$ cat src/sse_pkg.sv
// constants and types shared by the skip-and-subtract execution unit
package sse_pkg;
    localparam int DATA_W = 8;
    localparam int BIT_SEL_W = 3;
    localparam int NIB_MSB = 3;
    localparam int SIGN_BIT = 7;
    localparam logic [7:0] ONE = 8'h01;
    localparam logic [7:0] ZERO = 8'h00;
    localparam logic [7:0] ACC_RESET = 8'h00;
    localparam logic [1:0] SKIP_CYCLES = 2'h2;

    // operation selects, one-hot coded on the op port (OP_SUB_IMM below is 5'h18, not one-hot)
    typedef enum logic [4:0] {
        SSE_OP_INC_SKIP_ACC = 5'h01,
        SSE_OP_SKIP_BIT = 5'h02,
        SSE_OP_SKIP_NONZERO = 5'h04,
        SSE_OP_SUB_ACC = 5'h08,
        SSE_OP_SUB_MEM = 5'h10
    } sse_op_e;

    localparam logic [4:0] OP_SUB_IMM = 5'h18;

    typedef enum logic [1:0] {
        SSE_ST_IDLE = 2'h1,
        SSE_ST_DUMMY = 2'h2
    } sse_state_e;
endpackage : sse_pkg

$ cat src/sse_exec.sv
// execution unit for skip-on-test and subtract instructions
// Function
// RL1: acc gets mem plus one, skip if zero
// RL2: increment-skip leaves memory byte untouched
// RL3: skip when selected memory bit is one
// RL4: each skip costs two cycles, dummy inserted
// RL5: nonzero skip rewrites byte, skips if nonzero
// RL6: subtract memory from acc into acc
// RL7: carry cleared on borrow, else set
// RL8: subtract to memory, acc unchanged
// RL9: subtract immediate from acc into acc
// RL10: subtracts update all six flags; skips none
// RL11: zero, overflow, aux carry follow conventions
`timescale 1ns/10ps
`default_nettype none
module sse_exec (
    input wire logic core_clk, // instruction clock
    input wire logic rst, // asynchronous reset, active high
    input wire logic issue, // one-cycle pulse: execute op
    input wire logic [4:0] op, // operation select
    input wire logic [7:0] mem_rdata, // addressed data memory byte
    input wire logic [7:0] imm, // immediate from instruction word
    input wire logic [2:0] bit_sel, // bit index for bit test
    output logic [7:0] accumulator, // accumulator
    output logic mem_we, // data memory write strobe
    output logic [7:0] mem_wdata, // data memory write value
    output logic skip, // pulse: next instruction skipped
    output logic dummy, // high during inserted dummy cycle
    output logic busy, // high while a skip-class op occupies cycle two
    output logic overflow_flag, // overflow
    output logic zero_flag, // zero
    output logic aux_carry_flag, // auxiliary carry
    output logic carry_flag, // carry
    output logic signed_compare_flag, // signed compare
    output logic combined_zero_flag // combined zero
);
    typedef struct packed {
        sse_pkg::sse_state_e st;
        logic [7:0] acc;
        logic we;
        logic [7:0] wdata;
        logic skip;
        logic busy;
        logic dum;
        logic ov;
        logic z;
        logic ac;
        logic c;
        logic sc;
        logic cz;
    } sse_state_s;

    sse_state_s cur_r;
    sse_state_s cur_nxt;

    logic [7:0] sub_b;
    logic [7:0] diff;
    logic f_c;
    logic f_ac;
    logic f_ov;
    logic f_z;
    logic f_sc;
    logic f_cz;
    logic [7:0] inc_val;
    logic accept;

    function automatic logic is_sub(input logic [4:0] o);
        return (o == sse_pkg::SSE_OP_SUB_ACC) || (o == sse_pkg::SSE_OP_SUB_MEM)
               || (o == sse_pkg::OP_SUB_IMM);
    endfunction : is_sub

    // RL9 immediate operand
    assign sub_b = (op == sse_pkg::OP_SUB_IMM) ? imm : mem_rdata;

    // RL11 flag arithmetic
    sse_sub_flags u_sub (
        .minuend(cur_r.acc),
        .subtrahend(sub_b),
        .diff(diff),
        .carry(f_c),
        .aux_carry(f_ac),
        .overflow(f_ov),
        .zero(f_z),
        .signed_compare(f_sc),
        .combined_zero(f_cz)
    );

    // an issue during the dummy cycle is ignored; the fetch stage is stalled by busy
    assign accept = issue && (cur_r.st == sse_pkg::SSE_ST_IDLE);

    always_comb begin
        inc_val = mem_rdata + sse_pkg::ONE;
        cur_nxt = cur_r;
        cur_nxt.we = 1'b0;
        cur_nxt.wdata = sse_pkg::ZERO;
        cur_nxt.skip = 1'b0;
        cur_nxt.busy = 1'b0;
        cur_nxt.dum = 1'b0;
        case (cur_r.st)
            sse_pkg::SSE_ST_IDLE: begin
                if (accept) begin
                    case (op)
                        sse_pkg::SSE_OP_INC_SKIP_ACC: begin
                            // RL1 increment into acc
                            cur_nxt.acc = inc_val;
                            // RL2 no memory write here
                            cur_nxt.skip = (inc_val == sse_pkg::ZERO);
                        end
                        sse_pkg::SSE_OP_SKIP_BIT: begin
                            // RL3 bit test
                            cur_nxt.skip = mem_rdata[bit_sel];
                        end
                        sse_pkg::SSE_OP_SKIP_NONZERO: begin
                            // RL5 write back and test
                            cur_nxt.we = 1'b1;
                            cur_nxt.wdata = mem_rdata;
                            cur_nxt.skip = (mem_rdata != sse_pkg::ZERO);
                        end
                        sse_pkg::SSE_OP_SUB_ACC, sse_pkg::OP_SUB_IMM: begin
                            // RL6 difference into acc
                            cur_nxt.acc = diff;
                        end
                        sse_pkg::SSE_OP_SUB_MEM: begin
                            // RL8 difference to memory
                            cur_nxt.we = 1'b1;
                            cur_nxt.wdata = diff;
                        end
                        default: begin
                            cur_nxt.skip = 1'b0;
                        end
                    endcase
                    // RL10 only subtracts touch flags
                    if (is_sub(op)) begin
                        cur_nxt.ov = f_ov;
                        cur_nxt.z = f_z;
                        cur_nxt.ac = f_ac;
                        // RL7 carry from borrow
                        cur_nxt.c = f_c;
                        cur_nxt.sc = f_sc;
                        cur_nxt.cz = f_cz;
                    end
                    // RL4 second cycle for any skip-class op
                    if (op == sse_pkg::SSE_OP_INC_SKIP_ACC || op == sse_pkg::SSE_OP_SKIP_BIT
                        || op == sse_pkg::SSE_OP_SKIP_NONZERO) begin
                        cur_nxt.st = sse_pkg::SSE_ST_DUMMY;
                        // kept as flops so busy and dummy leave glitch-free
                        cur_nxt.busy = 1'b1;
                        cur_nxt.dum = cur_nxt.skip;
                    end
                end
            end
            sse_pkg::SSE_ST_DUMMY: begin
                cur_nxt.st = sse_pkg::SSE_ST_IDLE;
            end
            default: begin
                cur_nxt.st = sse_pkg::SSE_ST_IDLE;
            end
        endcase
    end

    always_ff @(posedge core_clk or posedge rst) begin
        if (rst) begin
            cur_r <= '{st: sse_pkg::SSE_ST_IDLE, acc: sse_pkg::ACC_RESET, wdata: sse_pkg::ZERO,
                       default: 1'b0};
        end else begin
            cur_r <= cur_nxt;
        end
    end

    assign accumulator = cur_r.acc;
    assign mem_we = cur_r.we;
    assign mem_wdata = cur_r.wdata;
    assign skip = cur_r.skip;
    assign dummy = cur_r.dum;
    assign busy = cur_r.busy;
    assign overflow_flag = cur_r.ov;
    assign zero_flag = cur_r.z;
    assign aux_carry_flag = cur_r.ac;
    assign carry_flag = cur_r.c;
    assign signed_compare_flag = cur_r.sc;
    assign combined_zero_flag = cur_r.cz;
endmodule : sse_exec
`default_nettype wire

$ cat src/sse_sub_flags.sv
// 8-bit subtractor with status flag generation
`timescale 1ns/10ps
`default_nettype none
module sse_sub_flags (
    input wire logic [7:0] minuend, // accumulator value
    input wire logic [7:0] subtrahend, // memory byte or immediate
    output logic [7:0] diff, // difference
    output logic carry, // 1 when no borrow
    output logic aux_carry, // 1 when no borrow out of low nibble
    output logic overflow, // signed overflow
    output logic zero, // difference is zero
    output logic signed_compare, // signed minuend >= subtrahend
    output logic combined_zero // zero of signed compare chain
);
    logic [8:0] full;
    logic [4:0] low;

    always_comb begin
        full = {1'b0, minuend} - {1'b0, subtrahend};
        low = {1'b0, minuend[sse_pkg::NIB_MSB:0]} - {1'b0, subtrahend[sse_pkg::NIB_MSB:0]};
        diff = full[7:0];
        // borrow shows as carry cleared
        carry = ~full[8];
        aux_carry = ~low[4];
        overflow = (minuend[sse_pkg::SIGN_BIT] ^ subtrahend[sse_pkg::SIGN_BIT])
                   & (minuend[sse_pkg::SIGN_BIT] ^ full[sse_pkg::SIGN_BIT]);
        zero = (full[7:0] == sse_pkg::ZERO);
        signed_compare = ~(full[sse_pkg::SIGN_BIT] ^ overflow);
        combined_zero = zero;
    end
endmodule : sse_sub_flags
`default_nettype wire

$ cat config.mk
export PLATFORM = sky130hd
export DESIGN_NAME = sse_exec
export DESIGN_NICKNAME = d
export VERILOG_FILES = /design/src/sse_pkg.sv /design/src/sse_exec.sv /design/src/sse_sub_flags.sv
export SDC_FILE = /design/constraint.sdc
export NUM_CORES = 1
export LEC_CHECK = 0
export BUFFER_PORTS_ARGS = -buffer_cell sky130_fd_sc_hd__buf_2
export CORE_ASPECT_RATIO = 0.5
export CORE_MARGIN = 10
export CORE_UTILIZATION = 48
export CTS_CLUSTER_DIAMETER = 50
export DETAILED_ROUTE_END_ITERATION = 7
export PLACE_DENSITY = 0.87
export SLEW_MARGIN = 20
export SYNTH_ARGS = -nofsm -noshare
export SYNTH_HDL_FRONTEND = slang
export SYNTH_HIERARCHICAL = 1
export SYNTH_SLANG_ARGS = --single-unit
$ cat constraint.sdc
create_clock -name core_clk -period 3.1 [get_ports core_clk]
set_clock_uncertainty 0.1 [all_clocks]
set_input_delay 0.31 -clock core_clk [delete_from_list [all_inputs] [get_ports core_clk]]
set_output_delay 0.31 -clock core_clk [all_outputs]
set_load 0.03 [all_outputs]
==> results.sh <==
export IMPL_cp_end_kind="flop"
export IMPL_grt_pass1_vias=1991
export IMPL_status="finished, violations left"
export IMPL_routed_wl_microns=6610
export IMPL_drc=0
export IMPL_tns_ns=-1.41
export IMPL_synth_top_area_frac=0.325
export IMPL_setup_ws_ns=-0.394
export IMPL_mostFrequentLayoutCells="buf_2 (50), buf_4 (35), nor2_1 (27), dfrtp_1 (27)"
export IMPL_netlist_instances=220
export IMPL_cts_buffers=3
export IMPL_violations="hold timing, setup timing"
export IMPL_synth_top_cell_by_area="dfrtp_1"
export IMPL_async_flop_share=1.00
export IMPL_relSlewSlack=0.612
export IMPL_area_growth_pct=30.2
export IMPL_clkTransAtPathRegs_ns=0.10
export IMPL_antennaDiodeCount=0
export IMPL_dieArea_sq_um=7520
export IMPL_cts_tree="done"
export IMPL_hold_violations=27
export IMPL_period_needed_ns=3.49
export IMPL_syn_cell_area_sq_um=2080
export IMPL_yosysWarnings=6
export IMPL_power_density_nw_per_um2=660
export IMPL_place_congestion=0.936
export IMPL_finalCritPeriodShare=1.13
export IMPL_die_y_microns=66.5
export IMPL_crit_type="input port to flop"
export IMPL_synth_distinct_cells=43
export IMPL_ys_seq_elements=28
export IMPL_slew_viol_final=0
export IMPL_power_w=0.00179
export IMPL_die_w_microns=113
export IMPL_insertion_delay_ns=0.28
export IMPL_vias_per_cell=5.89
export IMPL_fp_row_count=16
export IMPL_wl_per_cell_microns=19.3
export IMPL_rsz0062_at_grt="yes"
export IMPL_clk_path_buf_depth=2
export IMPL_cap_violations=0
export IMPL_cp_start_kind="input port"
export IMPL_critPathArrivalTime_ns=3.62
export IMPL_dr_pass1_iters=5
export IMPL_critPathRequiredTime_ns=3.23
export IMPL_drtIter0Drc=190
export IMPL_clock_sinks=28
export IMPL_synthTopCellsByArea="dfrtp_1 (32%), mux2_2 (10%), ha_1 (6.6%)"
export IMPL_synth_edf_count=0
export IMPL_start_util=0.514
export IMPL_vdd_drop_max_uv=274
export IMPL_grt_antenna_before_repair=0
export IMPL_synthFlopType="dfrtp_1"
export IMPL_multiInputGateArea_sq_um=1260
export IMPL_post_dp_cell_area_sq_um=2510
export IMPL_dpl_hpwl_microns=4570
export IMPL_worst_pin_slew_ns=0.581
export IMPL_num_fill_cells=279
export IMPL_nNetsFinal=329
export IMPL_root_buffer="clkbuf_8"
export IMPL_synth_area_per_cell_sq_um=9.45
export IMPL_grt_overflow_total=0
export IMPL_fmax_mhz=286
export IMPL_leakagePower_nw=1.33
export IMPL_drive_above_1_share=0.469
export IMPL_fin_area_sq_um=2710
export IMPL_hp_class="input port to async pin"
export IMPL_pre_cts_slack_ns=-0.538
export IMPL_final_antenna_net_count=0
export IMPL_ios=53
export IMPL_finalSetupViolCount=6
export IMPL_syn_nets=260
export IMPL_num_vias=2015
export IMPL_grt_pass1_wl_microns=10100
export IMPL_coreArea_sq_um=4040
export IMPL_ff_latch_area_sq_um=702
export IMPL_final_common_cell="buf_2"
export IMPL_cts_hold_buf=0
export IMPL_hold_ws_ns=-0.0231
export IMPL_grt_max_degree=29
export IMPL_port_buffer_count=52
export IMPL_path_max_fanout=6
export IMPL_grt_usage=0.163
export IMPL_yosysSeqAreaShare=0.338
export IMPL_htree_levels=1
==> per-layer routing <==
layer  vias up  routed length [microns]  track usage
li1        883                        -            -
met1       943                     2530        0.184
met2       147                     3140        0.296
met3        42                      625       0.0420
met4         0                      321       0.0597
met5         -                        0            0
==> through the flow <==
step | util | std cells
finish | 0.670 | 342
global route | 0.670 | 342
CTS | 0.655 | 342
detailed placement | 0.620 | 332
global placement | 0.620 | 332
floorplan | - | 220
==> cells by family after synthesis <==
group | Yosys count | synth area share
AO/OA/AOI/OAI | 34 | 0.108
XOR/XNOR | 10 | 0.0421
adder cells (fa/ha/maj) | 13 | 0.0854
buffers and inverters | 41 | 0.106
flip-flops | 28 | 0.338
multiplexers | 24 | 0.139
AND/OR/NAND/NOR | 70 | 0.182
==> worst paths after layout <==
check | startpoint | end | slack [ns] | cells past startpoint
worst max register to register | accumulator[1]$_DFFE_PP0P_ | zero_flag$_DFFE_PP0P_ | 0.07 | 10
worst min register to register | carry_flag$_DFFE_PP0P_ | carry_flag$_DFFE_PP0P_ | 0.41 | 1
worst min-delay path | rst | accumulator[0]$_DFFE_PP0P_ | -0.02 | 2
worst max-delay path | op[2] | zero_flag$_DFFE_PP0P_ | -0.39 | 15
max in group asynchronous | rst | combined_zero_flag$_DFFE_PP0P_ | 2.54 | 2
min in group core_clk | mem_rdata[5] | mem_wdata[5]$_DFF_PP0_ | 0.31 | 3
==> cells in the mapped netlist, types with 5 or more instances <==
cell,instances
nand3_1,5
o21ai_0,8
a22oi_1,8
nor2_1,27
a21oi_1,10
ha_1,11
mux2_2,19
nand2_1,10
dfrtp_1,27
xnor2_1,6
nor3_1,5
inv_1,17
buf_4,17
==> area by class of cell <==
cell class / count / share of cell area
tap: 54 / 0.0250
clock buffer: 3 / 0.0152
clock inverter: 1 / 0.0111
timing repair buffer: 87 / 0.199
inverter: 18 / 0.0259
sequential: 28 / 0.259
multi-input combinational: 151 / 0.464
==> report_power, final <==
group / internal [W] / total, W / switching, W
clock network: 0.000173 / 0.000296 / 0.000123
logic: 0.000434 / 0.00101 / 0.000577
registers: 0.000427 / 0.000479 / 0.0000525
total: 0.00103 / 0.00179 / 0.000753
==> worst max-delay path, cell delays in order <==
cell and delay (ns):
buf_8 0.10, nor4b_4 0.30, nand2_2 0.18, mux2_2 0.29, inv_1 0.05, ha_1 0.17
nor2_1 0.25, a21oi_2 0.12, o311a_1 0.33, o21ai_1 0.14, nand2b_1 0.10, fa_1 0.48
or4_4 0.44, nor4_4 0.16, mux2_4 0.18
==> repair_timing <==
item,4_1_cts,5_1_grt
setup buffers,6,5
pin swaps,1,5
setup endpoints to repair,4,10
gates resized for setup,7,13
No activity file was read; power rests on OpenSTA's default activity.
